`src/logic/astg_defs.vh`:
```
// Purpose: Constants for the acquisition start trigger gate.
// Assumes: Included by bare name from logic/ files.
// Notes:   Definitions only.
`ifndef ASTG_DEFS_VH
`define ASTG_DEFS_VH

// ----------------------------------------
// Field encodings
// ----------------------------------------
`define ASTG_ORIGIN_SOFTWARE  1'h0
`define ASTG_ORIGIN_LINE1     1'h1
`define ASTG_EDGE_RISING      1'h0
`define ASTG_EDGE_FALLING     1'h1
`define ASTG_TARGET_FRAME     1'h0
`define ASTG_TARGET_ACQ_START 1'h1
`define ASTG_RUN_SINGLE       1'h0
`define ASTG_RUN_CONTINUOUS   1'h1

// ----------------------------------------
// Frame count limits and reset values
// ----------------------------------------
`define ASTG_FPB_WIDTH        8
`define ASTG_FPB_MIN          8'h01
`define ASTG_FPB_MAX          8'hFF
`define ASTG_FPB_RESET        8'h01

// ----------------------------------------
// Timing counts
// ----------------------------------------
`define ASTG_SYNC_WARMUP      2'h3

`endif

```
`src/logic/astg_gate.v`:
```
// Purpose: Acquisition start trigger gate for frame acquisition.
// Assumes: Host settings are static while a burst runs; inputs synchronous.
// Notes:   Frame start triggers pass only while the gate is open.
//
// Overview of operation
// - Reset loads idle; with gating enabled the block moves to the waiting-for-acquisition-start state once acquisition is active.
// - While waiting, frame start triggers are ignored and no frame is allowed.
// - A software acquisition start trigger moves the block to accepting frame triggers.
// - Accepted frame triggers are counted and the block re-arms when the count hits the burst size.
// - Each host trigger command gives one software start event while the acquisition start target and the software source are selected.
// - With the line source selected the start trigger is taken from input line 1.
// - The polarity setting picks rising or falling edge as the trigger.
// - After re-arming, each new qualifying line edge opens the gate again.
// - The burst size is only valid from 1 to 255.
// - With gating disabled frames are permitted as soon as acquisition is active and no start trigger is needed.
`timescale 1ns/1ps
`include "astg_defs.vh"

module astg_gate #(
  parameter FPB_WIDTH = `ASTG_FPB_WIDTH
) (
  input  wire                 clock,
  input  wire                 reset_n,
  input  wire                 trigger_gate_enable,
  input  wire                 trigger_origin_select,
  input  wire                 trigger_edge_polarity,
  input  wire                 trigger_target_select,
  input  wire                 capture_run_style,
  input  wire [FPB_WIDTH-1:0] frames_per_burst,
  input  wire                 acquisition_active,
  input  wire                 trigger_command,
  input  wire                 line1_in,
  input  wire                 frame_trigger_accepted,
  output reg                  frame_trigger_permitted,
  output reg                  waiting_for_start,
  output reg  [FPB_WIDTH-1:0] frames_taken,
  output reg                  start_event_seen,
  output reg                  setting_error
);

  // ----------------------------------------
  // States
  // ----------------------------------------
  localparam [1:0] ST_IDLE     = 2'h0;
  localparam [1:0] ST_WAIT_ACQ = 2'h1;
  localparam [1:0] ST_FRAMES   = 2'h2;

  // Burst count constants at the configured width
  localparam [FPB_WIDTH-1:0] ZERO_FPB = {FPB_WIDTH{1'b0}};
  localparam [FPB_WIDTH-1:0] ONE_FPB  = {{(FPB_WIDTH-1){1'b0}}, 1'b1};

  reg  [1:0]           state_q;
  reg  [1:0]           state_d;
  reg  [FPB_WIDTH-1:0] count_q;
  reg  [FPB_WIDTH-1:0] count_d;
  reg                  cmd_prev_q;
  wire                 line_pulse;
  wire                 sw_start;
  wire                 hw_start;
  wire                 start_evt;
  wire                 last_frame;
  wire [FPB_WIDTH-1:0] burst_len;
  // Decoded host settings
  wire                 target_is_acq;
  wire                 origin_is_sw;
  wire                 origin_is_line;
  wire                 gate_live;
  wire                 open_evt;
  wire                 cfg_bad;

  // Clamp to the legal range so a zero never locks the gate open
  function [FPB_WIDTH-1:0] clamp_fpb;
    input [FPB_WIDTH-1:0] v;
    begin
      if (v == ZERO_FPB) begin
        clamp_fpb = ONE_FPB;
      end else begin
        clamp_fpb = v;
      end
    end
  endfunction

  // Count step; wraps at the field width, the burst end compare stops it first
  function [FPB_WIDTH-1:0] inc_fpb;
    input [FPB_WIDTH-1:0] v;
    begin
      inc_fpb = v + ONE_FPB;
    end
  endfunction

  // Line 1 synchroniser and edge select
  astg_edge_detect u_edge (
    .clock                    (clock),
    .reset_n                  (reset_n),
    .line_in                  (line1_in),
    .trigger_edge_polarity    (trigger_edge_polarity),
    .external_acq_start_pulse (line_pulse)
  );

  assign burst_len      = clamp_fpb(frames_per_burst);
  assign target_is_acq  = (trigger_target_select == `ASTG_TARGET_ACQ_START);
  assign origin_is_sw   = (trigger_origin_select == `ASTG_ORIGIN_SOFTWARE);
  assign origin_is_line = (trigger_origin_select == `ASTG_ORIGIN_LINE1);
  assign gate_live      = acquisition_active & trigger_gate_enable;
  // Command edge so a held level gives one event
  assign sw_start       = trigger_command & ~cmd_prev_q &
                          target_is_acq & origin_is_sw;
  assign hw_start       = line_pulse & origin_is_line;
  assign start_evt      = sw_start | hw_start;
  assign last_frame     = (inc_fpb(count_q) == burst_len);
  // Only an event that really opens the gate is reported
  assign open_evt       = (state_q == ST_WAIT_ACQ) & gate_live & start_evt;
  // Wrong run style or a zero burst size is host misconfiguration
  assign cfg_bad        = trigger_gate_enable &
                          ((capture_run_style != `ASTG_RUN_CONTINUOUS) |
                           (frames_per_burst == ZERO_FPB));

  // ----------------------------------------
  // Next state
  // ----------------------------------------
  always @* begin
    state_d = state_q;
    count_d = count_q;
    // Stopping acquisition from any state parks the gate in idle
    case (state_q)
      ST_IDLE: begin
        count_d = {FPB_WIDTH{1'b0}};
        if (acquisition_active && trigger_gate_enable)
          state_d = ST_WAIT_ACQ;
        else if (acquisition_active)
          state_d = ST_FRAMES;
      end
      ST_WAIT_ACQ: begin
        // Start events seen in other states are refused
        count_d = {FPB_WIDTH{1'b0}};
        if (!acquisition_active)
          state_d = ST_IDLE;
        else if (!trigger_gate_enable)
          state_d = ST_FRAMES;
        else if (start_evt)
          state_d = ST_FRAMES;
      end
      ST_FRAMES: begin
        if (!acquisition_active) begin
          state_d = ST_IDLE;
        end else if (!trigger_gate_enable) begin
          // Gate off: frames stay permitted, count parked
          count_d = {FPB_WIDTH{1'b0}};
        end else if (frame_trigger_accepted) begin
          if (last_frame) begin
            count_d = {FPB_WIDTH{1'b0}};
            state_d = ST_WAIT_ACQ;
          end else begin
            count_d = inc_fpb(count_q);
          end
        end
      end
      default: begin
        state_d = ST_IDLE;
        count_d = {FPB_WIDTH{1'b0}};
      end
    endcase
  end

  // ----------------------------------------
  // State and burst count
  // ----------------------------------------
  always @(posedge clock) begin
    if (!reset_n) begin
      state_q    <= ST_IDLE;
      count_q    <= ZERO_FPB;
      cmd_prev_q <= 1'b0;
    end else begin
      state_q    <= state_d;
      count_q    <= count_d;
      cmd_prev_q <= trigger_command;
    end
  end

  // ----------------------------------------
  // Gate status outputs
  // ----------------------------------------
  // Taken from the next state so the ports move with the state register
  always @(posedge clock) begin
    if (!reset_n) begin
      frame_trigger_permitted <= 1'b0;
      waiting_for_start       <= 1'b0;
      frames_taken            <= ZERO_FPB;
    end else begin
      frame_trigger_permitted <= (state_d == ST_FRAMES);
      waiting_for_start       <= (state_d == ST_WAIT_ACQ);
      frames_taken            <= count_d;
    end
  end

  // ----------------------------------------
  // Start event pulse
  // ----------------------------------------
  always @(posedge clock) begin
    if (!reset_n) begin
      start_event_seen <= 1'b0;
    end else begin
      start_event_seen <= open_evt;
    end
  end

  // ----------------------------------------
  // Host setting check
  // ----------------------------------------
  // Flags host misconfiguration only; the gate keeps running regardless
  always @(posedge clock) begin
    if (!reset_n) begin
      setting_error <= 1'b0;
    end else begin
      setting_error <= cfg_bad;
    end
  end

endmodule // astg_gate

```
`src/logic/astg_edge_detect.v`:
```
// Purpose: Synchronise trigger line 1 and detect the selected edge.
// Assumes: Single clock, synchronous active-low reset.
// Notes:   Pulse is one clock wide, three cycles after the pin change.
`timescale 1ns/1ps
`include "astg_defs.vh"

module astg_edge_detect (
  input  wire clock,
  input  wire reset_n,
  input  wire line_in,
  input  wire trigger_edge_polarity,
  output reg  external_acq_start_pulse
);

  reg       sync1_q;
  reg       sync2_q;
  reg       prev_q;
  reg [1:0] warm_q;
  wire      rise;
  wire      fall;
  wire      warm;

  // Stage 1 feeds only stage 2 to settle metastability
  assign rise = sync2_q & ~prev_q;
  assign fall = ~sync2_q & prev_q;
  // Edges stay masked until the pipeline holds real pin samples
  assign warm = (warm_q == `ASTG_SYNC_WARMUP);

  // ----------------------------------------
  // Synchroniser and edge pulse
  // ----------------------------------------
  always @(posedge clock) begin
    if (!reset_n) begin
      sync1_q                  <= 1'b0;
      sync2_q                  <= 1'b0;
      prev_q                   <= 1'b0;
      warm_q                   <= 2'h0;
      external_acq_start_pulse <= 1'b0;
    end else begin
      sync1_q <= line_in;
      sync2_q <= sync1_q;
      prev_q  <= sync2_q;
      if (!warm) begin
        warm_q <= warm_q + 2'h1;
      end
      external_acq_start_pulse <= warm & ((trigger_edge_polarity == `ASTG_EDGE_FALLING) ?
                                          fall : rise);
    end
  end

endmodule // astg_edge_detect

```
`config.mk`:
```
export PLATFORM = sky130hd
export DESIGN_NAME = astg_gate
export DESIGN_NICKNAME = d
export VERILOG_FILES = /design/src/logic/astg_gate.v /design/src/logic/astg_edge_detect.v
export VERILOG_INCLUDE_DIRS = /design/src /design/src/logic
export SDC_FILE = /design/constraint.sdc
export NUM_CORES = 1
export LEC_CHECK = 0
export BUFFER_PORTS_ARGS = -buffer_cell sky130_fd_sc_hd__buf_2
export CAP_MARGIN = 20
export CORE_MARGIN = 2
export CORE_UTILIZATION = 40
export CTS_CLUSTER_SIZE = 12
export DETAILED_ROUTE_END_ITERATION = 7
export PLACE_DENSITY_LB_ADDON = 0.08
export SKIP_CTS_REPAIR_TIMING = 1
export SYNTH_ARGS = -nofsm -noshare
export SYNTH_HDL_FRONTEND = slang
export SYNTH_HIERARCHICAL = 1
export SYNTH_SLANG_ARGS = --single-unit
```
`constraint.sdc`:
```
create_clock -name clock -period 2.46 [get_ports clock]
set_input_delay 0.492 -clock clock [delete_from_list [all_inputs] [get_ports clock]]
set_output_delay 0.492 -clock clock [all_outputs]
set_load 0.05 [all_outputs]
```
==> results of run 1 <==
## kinds of logic (layout without fill, tap and decap cells)
| kind of cell | Yosys count | count (layout) | synth area share, % |
|---|---|---|---|
| simple gates | 56 | 56 | 28.6 |
| buf+inv | 6 | 41 | 2.30 |
| flops | 21 | 21 | 38.7 |
| compound gates | 32 | 32 | 19.1 |
| fa+ha+maj | 2 | 2 | 2.30 |
| mux | 1 | 1 | 0.922 |
| xor+xnor | 10 | 10 | 8.06 |
## routing by layer
metal	routed length, µm	up-vias
li1	-	536
met1	1070	464
met2	1220	23
met3	113	4
met4	24	0
met5	0	-
## cell usage in the layout (no fill, tap or decap), types with 3 or more instances in the layout
cell / netlist / layout
nor3_1: 4 / 4
and2_1: 5 / 5
o21ai_0: 7 / 7
and3_1: 3 / 3
nor2_1: 9 / 9
clkbuf_4: 0 / 3
nor2b_1: 3 / 3
nand2_1: 11 / 11
dfxtp_2: 0 / 3
xnor2_1: 6 / 6
buf_2: 1 / 30
nand3b_1: 4 / 4
a21oi_1: 5 / 5
dfxtp_1: 21 / 16
xor2_1: 4 / 4
nand3_1: 6 / 6
buf_4: 0 / 5
a31oi_1: 10 / 10
## final timing paths
kind                                start                           end  slack [ns]  cells past startpoint
max          frames_taken[0]$_SDFFE_PN0P_  waiting_for_start$_SDFF_PN0_        0.16                      7
min                              line1_in     u_edge/sync1_q$_SDFF_PN0_        0.39                      2
max reg2reg  frames_taken[0]$_SDFFE_PN0P_  waiting_for_start$_SDFF_PN0_        0.16                      7
min reg2reg     u_edge/sync1_q$_SDFF_PN0_     u_edge/sync2_q$_SDFF_PN0_        0.46                      1
## worst reg2reg max path, cell delays in order (launching register included)
cell and delay (ns):
dfxtp_4 0.40, ha_2 0.23, nand3_2 0.09, or3_1 0.39, a221oi_2 0.29, nand4_2 0.15, or4b_1 0.54, a21oi_1 0.15
## power groups by stage
stage                     registers [mW]  logic (mW)  clock network (mW)
after floorplan                    0.375      0.0454                   0
after global placement             0.367      0.0840                   0
final                              0.360      0.0846               0.162
after global routing               0.363      0.0954               0.186
after CTS                          0.360      0.0859               0.172
after detailed placement           0.368      0.0857                   0
## through the flow
step	cells	total power [mW]	setup WS, ns	utilization, %	hold WS [ns]
6_report	193	0.607	0.164	52.9	0.391
3_5_place_dp	189	0.454	0.147	51.7	0.436
2_1_floorplan	128	0.420	0.0382	-	0.412
5_1_grt	193	0.644	0.0421	52.9	0.368
4_1_cts	193	0.618	0.126	52.8	0.377
3_3_place_gp	189	0.451	0.156	51.7	0.430
## cell type report
type / instances / area [µm²]
fillers: 258 / 1190
multi-input cells: 101 / 643
flip-flops and latches: 21 / 432
repair buffers: 35 / 188
well taps: 30 / 37.5
clock buffers: 4 / 26.3
inverters: 2 / 7.51
==> flow_summary.toml, run 1 <==
[sta]
setup_viol = 0
tns_ns = 0
rsz0062_at_grt = "false"
fmax_mhz = 436
hold_viol = 0
slew_violations = 0
worstMarginPinSlew_ns = 0.437
timing.final.crit_share_pct = 93.3
fin_skew_ns = 0.00306
max_slew_margin_pct = 70.6
finalCriticalPeriod_ns = 2.30

[place]
numPortBuffers = 30
placedInstanceArea_um2 = 1310
gp_congestion = 0.757
hpwl_um = 1930

[routing]
drt_iter0_markers = 20
routed_via_density = 5.32
dr.pass1.iters = 5
num_vias = 1027
drt_wl_total_um = 2420
postRouteAntennaNets = 0
drc_errors = 0
wl_per_cell_um = 12.5

[pwr]
pwr-share-seq_pct = 59.3
internal_power_mw = 0.455
power_switching_mw = 0.152
vdd_drop_max_mv = 0.312
pwr-share-comb_pct = 13.9
clkPwrFrac_pct = 26.7
swShare_pct = 25.1
p_per_area_nw_per_um2 = 455
p_leak_nw = 0.559

[floorplan]
pin_count = 31
start_util_pct = 43.1
core-area_um2 = 2520
rows = 18
die_h_um = 56.1
die_area_um2 = 3150
die_w_um = 56.1

[cells_and_area]
final_nets = 185
top_regs = "frames_taken x8, state_q x2, u_edge/warm_q x2"
final_layout_size_suffix_gt1_share_pct = 29.4
regMostFlops = "frames_taken"
largest_reg_flops = 8
syn_to_final_growth_pct = 22.8
fin_area_um2 = 1330
diodes = 0

[clocking]
clk_pin_slew_ns = 0.11
cts_sinks = 21
ctsLongestPathBuffers = 2
cts_made_buffers = 3
cts_tree = "built"
clock-root-buffer = "clkbuf_4"
insertion_delay_ns = 0.30
cts-htree-levels = 1

[flow_run]
maxCapViolCount = 0

[synthesis]
yosysWarnings = 6
netlist_instances = 128
yosysTopAreaCell = "dfxtp_1"
synthTopCellsByCount = "21 x dfxtp_1, 11 x nand2_1, 10 x a31oi_1"
synth-seq-area-share_pct = 38.7
yosys.area.top_type_share_pct = 38.7
ys_async_sr_fraction_pct = 0
ys_top_cells_by_area = "dfxtp_1 39%, a31oi_1 5.8%, xnor2_1 4.8%"
synth-seq-cells = 21
netlist_area_um2 = 1090
synth-main-ff-cell = "dfxtp_1"
synth.most_common_cell = "dfxtp_1"
synth_edf_count = 0
avgSynthCellArea_um2 = 8.48
synth_cell_types = 39
synth.net_count = 149

[worst_setup_path]
slowest_delay_ns = 0.54
critPathKind = "flop to flop"
arrival_ns = 2.54
critPathRequiredTime_ns = 2.70
slowest_stage = "or4b_1"
cp.buffers_inverters = 0
worstSetupEndpointType = "flop"
cp_cell_sequence = "ha_2 > nand3_2 > or3_1 > a221oi_2 > nand4_2 > or4b_1 > a21oi_1"
path_delay_family = "simple AND/OR/NAND/NOR gates"
startpoint_type = "flop"
crit_fanout = 7

[global_routing]
track_usage_pct = 16.1
grt_start_max_net_pins = 15
antenna_found_initial = 0
grt_first_pass_wirelength_um = 4020
grt_pass1_vias = 952
use_met1_pct = 18.0
overflow = 0
top_usage_layer = "met2"
grtUsageMet3_pct = 3.49
use_met2_pct = 29.4

[worst_hold_path]
hold_path.class = "primary input to flop"

[outcome]
status = "completed"
(Power assumes the default switching activity.)
==> run 2, diff against run 1 <==
- SYNTH_HIERARCHICAL: 1 -> not set
==> run 2 against run 1 <==
- hold slack improved by 0.0091 ns
- via count fell by 5.7%
- register-to-register slack barely moved
- sequential cell count did not move
- clock skew rose by 0.0040 ns
- worst setup slack improved by 0.014 ns
- clock-buffer cell count did not move
- routed wire length fell by 4.4%
- maximum frequency rose by 0.62%
- cell count fell by 5.7%
- largest power group unchanged
==> flow_summary.toml, run 2 <==
[outcome]
status = "completed"

[synthesis]
netlist_instances = 123
synth_top_family_by_area = "simple AND/OR/NAND/NOR gates"
netlist_area_um2 = 1070
yosys.area.top_type_share_pct = 39.3
synth_cell_types = 34
synth-seq-cells = 21
synth.most_common_cell = "dfxtp_1"
synthAdderAreaFrac_pct = 2.34
synth-seq-area-share_pct = 39.3
synth-main-ff-cell = "dfxtp_1"
synth-compound-area-share_pct = 16.1
synthTopCellsByCount = "21 x dfxtp_1, 12 x nand2_1, 10 x a31oi_1"
avgSynthCellArea_um2 = 8.71
synth_xor_area_share_pct = 11.1
yosysTopAreaCell = "dfxtp_1"
yosysWarnings = 0
ys_top_cells_by_area = "dfxtp_1 39%, xnor2_1 6.5%, a31oi_1 5.8%"
synth_edf_count = 0
synth.net_count = 144
synth-simple-area-share_pct = 24.8
synth.mux.area_fraction_pct = 1.99
ys_async_sr_fraction_pct = 0

[worst_setup_path]
startpoint_type = "flop"
worst_r2r_endpoint = "state_q[1]$_SDFF_PN0_"
slowest_stage = "or4_1"
reg2reg_from = "frames_taken[0]$_SDFFE_PN0P_"
critPathRequiredTime_ns = 2.64
rr_worst_depth = 8
r2r_setup_slack_ns = 0.18
worstSetupEndpointType = "flop"
arrival_ns = 2.46
slowest_delay_ns = 0.40
cp_cell_sequence = "ha_1 > and3_2 > xnor3_1 > o2111ai_1 > or4_1 > buf_4 > o22ai_1 > a221oi_1"
critPathKind = "flop to flop"
crit_fanout = 15

[floorplan]
die_h_um = 55.7
start_util_pct = 42.8
pin_count = 31
die_area_um2 = 3110
core-area_um2 = 2500
rows = 18
die_w_um = 55.7

[sta]
slew_violations = 0
fin_skew_ns = 0.00707
timing.final.crit_share_pct = 92.7
fmax_mhz = 438
tns_ns = 0
hold_viol = 0
setup_viol = 0
rsz0062_at_grt = "false"
hold_ws_ns = 0.400
max_slew_margin_pct = 54.3
worstMarginPinSlew_ns = 0.683
setup_ws_ns = 0.179
finalCriticalPeriod_ns = 2.28

[place]
hpwl_um = 1830
numPortBuffers = 30
gp_congestion = 0.873
place_ws_ns = 0.00249

[flow_run]
maxCapViolCount = 0

[cells_and_area]
final_common_cell = "buf_2"
diodes = 0
final_layout_size_suffix_gt1_share_pct = 24.3
top_regs = "frames_taken x8, state_q x2, u_edge.warm_q x2"
final_cell_mix = "30 x buf_2, 19 x dfxtp_1, 12 x nand2_1, 10 x a31oi_1, 8 x xnor2_1"
largest_reg_flops = 8
final_nets = 174
regMostFlops = "frames_taken"
syn_to_final_growth_pct = 18.0

[clocking]
cts_made_buffers = 3
clk_pin_slew_ns = 0.11
cts_sinks = 21
insertion_delay_ns = 0.29
clock-root-buffer = "clkbuf_4"
cts-htree-levels = 1
cts_tree = "built"
ctsLongestPathBuffers = 2

[global_routing]
track_usage_pct = 15.1
grt_start_max_net_pins = 16
overflow = 0
antenna_found_initial = 0
grt_first_pass_wirelength_um = 3750
grt_pass1_vias = 845

[worst_hold_path]
holdPathStages = 2
hold_path_end = "u_edge.sync1_q$_SDFF_PN0_"
hold_path.class = "primary input to flop"
hp-start = "line1_in"

[pwr]
vdd_drop_max_mv = 0.337
p_per_area_nw_per_um2 = 477
p_leak_nw = 0.540

[routing]
routed_via_density = 5.32
drt_wl_total_um = 2310
drt_iter0_markers = 37
wl_per_cell_um = 12.7
dr.pass1.iters = 4
num_vias = 968
postRouteAntennaNets = 0
drc_errors = 0
run 2: worst max-delay path by stage:
stage                                             from                           end  slack [ns]
final                     frames_taken[0]$_SDFFE_PN0P_         state_q[1]$_SDFF_PN0_        0.18
after global routing      frames_taken[0]$_SDFFE_PN0P_         state_q[1]$_SDFF_PN0_        0.04
after global placement             frames_per_burst[5]         state_q[1]$_SDFF_PN0_        0.06
after CTS                 frames_taken[0]$_SDFFE_PN0P_         state_q[1]$_SDFF_PN0_        0.13
after floorplan           frames_taken[0]$_SDFFE_PN0P_  frames_taken[3]$_SDFFE_PN0P_        0.13
after detailed placement           frames_per_burst[5]         state_q[1]$_SDFF_PN0_       0.002
run 2: final cells by class:
class,count,area (µm²)
Timing Repair Buffer,31,158
Clock buffer,4,26.3
Fill cell,263,1240
Multi-Input combinational cell,92,604
Tap cell,30,37.5
Sequential cell,21,423
Inverter,4,15.0
run 2: logic make-up (layout without fill, tap and decap cells):
kind of cell,Yosys count,in the layout
multiplexers,2,2
buffers and inverters,10,39
XOR/XNOR,12,12
flip-flops,21,21
AND/OR/NAND/NOR,50,50
AO/OA/AOI/OAI,26,26
adder cells (fa/ha/maj),2,2
run 2: metal layers:
metal  vias to the layer above  GRT usage, %  routed length, µm
met2                        23          24.0               1030
li1                        505             -                  -
met5                         -             0                  0
met4                         0          3.14                 10
met3                         2          4.65                103
met1                       438          20.3               1170
run 2: through the flow:
stage / util, % / std cells / power [mW] / area (µm²)
after floorplan: - / 123 / 0.421 / 1070
after global placement: 49.4 / 178 / 0.448 / 1240
after detailed placement: 49.4 / 178 / 0.451 / 1240
after CTS: 50.5 / 182 / 0.613 / 1260
after global routing: 50.6 / 182 / 0.639 / 1260
final: 50.6 / 182 / 0.602 / 1260
run 2: power breakdown:
part / total [mW] / leakage (nW) / switching [mW] / internal (mW)
Sequential: 0.362 / 0.172 / 0.00826 / 0.354
Clock: 0.159 / 0.0150 / 0.0962 / 0.0630
Combinational: 0.0809 / 0.353 / 0.0419 / 0.0390
run 2: critical path, delay by kind of cell, from the launching register on:
| kind | cells | cell delay, ns |
|---|---|---|
| xor gates and xnor gates | 1 | 0.22 |
| buffers and inverters | 1 | 0.20 |
| and+or+nand+nor | 2 | 0.68 |
| DFF | 1 | 0.39 |
| adders and majority gates | 1 | 0.26 |
| AOI/OAI and AO/OA | 3 | 0.42 |
==> run 3, diff against run 2 <==
- CORE_ASPECT_RATIO: not set -> 2
- TNS_END_PERCENT: not set -> 20
==> run 3 against run 2 <==
- core utilization up 0.53 points
- sequential power about the same
- die area rose by 0.81%
- critical endpoint is now frame_trigger_permitted$_SDFF_PN0_
==> flow_summary.toml, run 3 (same netlist as run 2, synthesis figures left out) <==
[sta]
fmax_mhz = 432
finalCriticalPeriod_ns = 2.32
tns_ns = 0
max_slew_margin_pct = 77.8
hold_ws_ns = 0.440
setup_viol = 0
slew_violations = 0
fin_skew_ns = 0.00463
worstMarginPinSlew_ns = 0.330
hold_viol = 0
timing.final.crit_share_pct = 94.1
rsz0062_at_grt = "false"

[worst_setup_path]
crit_fanout = 15
cp_cell_sequence = "ha_1 > and3_2 > xnor3_1 > o2111ai_1 > or4_1 > buf_4 > o22ai_1 > a221oi_1"
slowest_delay_ns = 0.41
critPathRequiredTime_ns = 2.58
startpoint_type = "flop"
arrival_ns = 2.44
rr_worst_depth = 8
worstSetupEndpointType = "flop"
critPathKind = "flop to flop"
slowest_stage = "or4_1"

[floorplan]
core-area_um2 = 2540
die_w_um = 40.6
die_h_um = 77.2
start_util_pct = 42.2
rows = 26
pin_count = 31
die_area_um2 = 3130

[cells_and_area]
final_common_cell = "buf_2"
multi_input_area_um2 = 604
nFillCells = 275
seq_area_um2 = 423
fin_area_um2 = 1300
syn_to_final_growth_pct = 21.0
regMostFlops = "frames_taken"
final_cell_mix = "30 x buf_2, 19 x dfxtp_1, 12 x nand2_1, 10 x a31oi_1, 8 x xnor2_1"
final_layout_size_suffix_gt1_share_pct = 26.0
diodes = 0
top_regs = "frames_taken x8, state_q x2, u_edge.warm_q x2"
final_nets = 176
largest_reg_flops = 8
final_cells = 182

[pwr]
p_per_area_nw_per_um2 = 510
finalPower_mw = 0.661
vdd_drop_max_mv = 0.380
p_leak_nw = 0.560

[routing]
drt_wl_total_um = 2430
drt_iter0_markers = 13
drc_errors = 0
postRouteAntennaNets = 0
routed_via_density = 5.52
num_vias = 1005
dr.pass1.iters = 4
wl_per_cell_um = 13.4

[global_routing]
grt_first_pass_wirelength_um = 4100
antenna_found_initial = 0
overflow = 0
grt_start_max_net_pins = 16
track_usage_pct = 17.9
grt_pass1_vias = 1020

[place]
dp_cells = 178
gp_congestion = 0.684
numPortBuffers = 30
hpwl_um = 1990
placedInstanceArea_um2 = 1250

[worst_hold_path]
holdPathStages = 2
hold_path.class = "primary input to flop"

[clocking]
cts-htree-levels = 1
cts_sinks = 21
clk_pin_slew_ns = 0.07
ctsLongestPathBuffers = 2
cts_made_buffers = 3
insertion_delay_ns = 0.25
clock-root-buffer = "clkbuf_8"
cts_tree = "built"

[outcome]
status = "completed"

[flow_run]
maxCapViolCount = 0
## run 3: changes by cell type in the layout (fill, tap and decap cells not counted), sizes merged
cell    delta
buf        +2
clkbuf     -1
clkinv     +1
## run 3: layer usage
layer | vias to the layer above | share of wire [%] | global-route usage [%]
met1 | 474 | 38 | 17.5
met4 | 0 | 0.70 | 5.00
li1 | 503 | - | -
met5 | - | 0 | 0
met2 | 26 | 57 | 34.1
met3 | 2 | 4.2 | 2.60
## run 3: area by class of cell
cell class / count / area share, %
inverter: 4 / 1.16
timing repair buffer: 33 / 13.3
clock buffer: 3 / 3.19
tap: 28 / 2.70
clock inverter: 1 / 0.386
sequential: 21 / 32.6
multi-input combinational: 92 / 46.6
## run 3: worst paths after layout
check,startpoint,to,slack (ns)
setup / recovery,frames_taken[0]$_SDFFE_PN0P_,frame_trigger_permitted$_SDFF_PN0_,0.14
setup reg to reg,frames_taken[0]$_SDFFE_PN0P_,frame_trigger_permitted$_SDFF_PN0_,0.14
hold / removal,line1_in,u_edge.sync1_q$_SDFF_PN0_,0.44
hold reg to reg,u_edge.sync1_q$_SDFF_PN0_,u_edge.sync2_q$_SDFF_PN0_,0.44
## run 3: worst max-delay path: cells and delay by family (launching register included)
| kind | cells | cell delay [ns] |
|---|---|---|
| buf+inv | 1 | 0.20 |
| xor+xnor | 1 | 0.23 |
| fa+ha+maj | 1 | 0.25 |
| simple gates | 2 | 0.69 |
| flops | 1 | 0.37 |
| compound gates | 3 | 0.43 |
## run 3: where the power goes
group	switching, mW	total (mW)	internal [mW]
Clock	0.104	0.216	0.112
Sequential	0.00877	0.363	0.354
Combinational	0.0430	0.0821	0.0391
## run 3: through the flow
| stage | util (%) | setup slack, ns |
|---|---|---|
| 2_1_floorplan | - | 0.132 |
| 3_3_place_gp | 49.2 | 0.00129 |
| 3_5_place_dp | 49.2 | -0.0455 |
| 4_1_cts | 51.0 | 0.0936 |
| 5_1_grt | 51.1 | 0.0431 |
| 6_report | 51.1 | 0.145 |
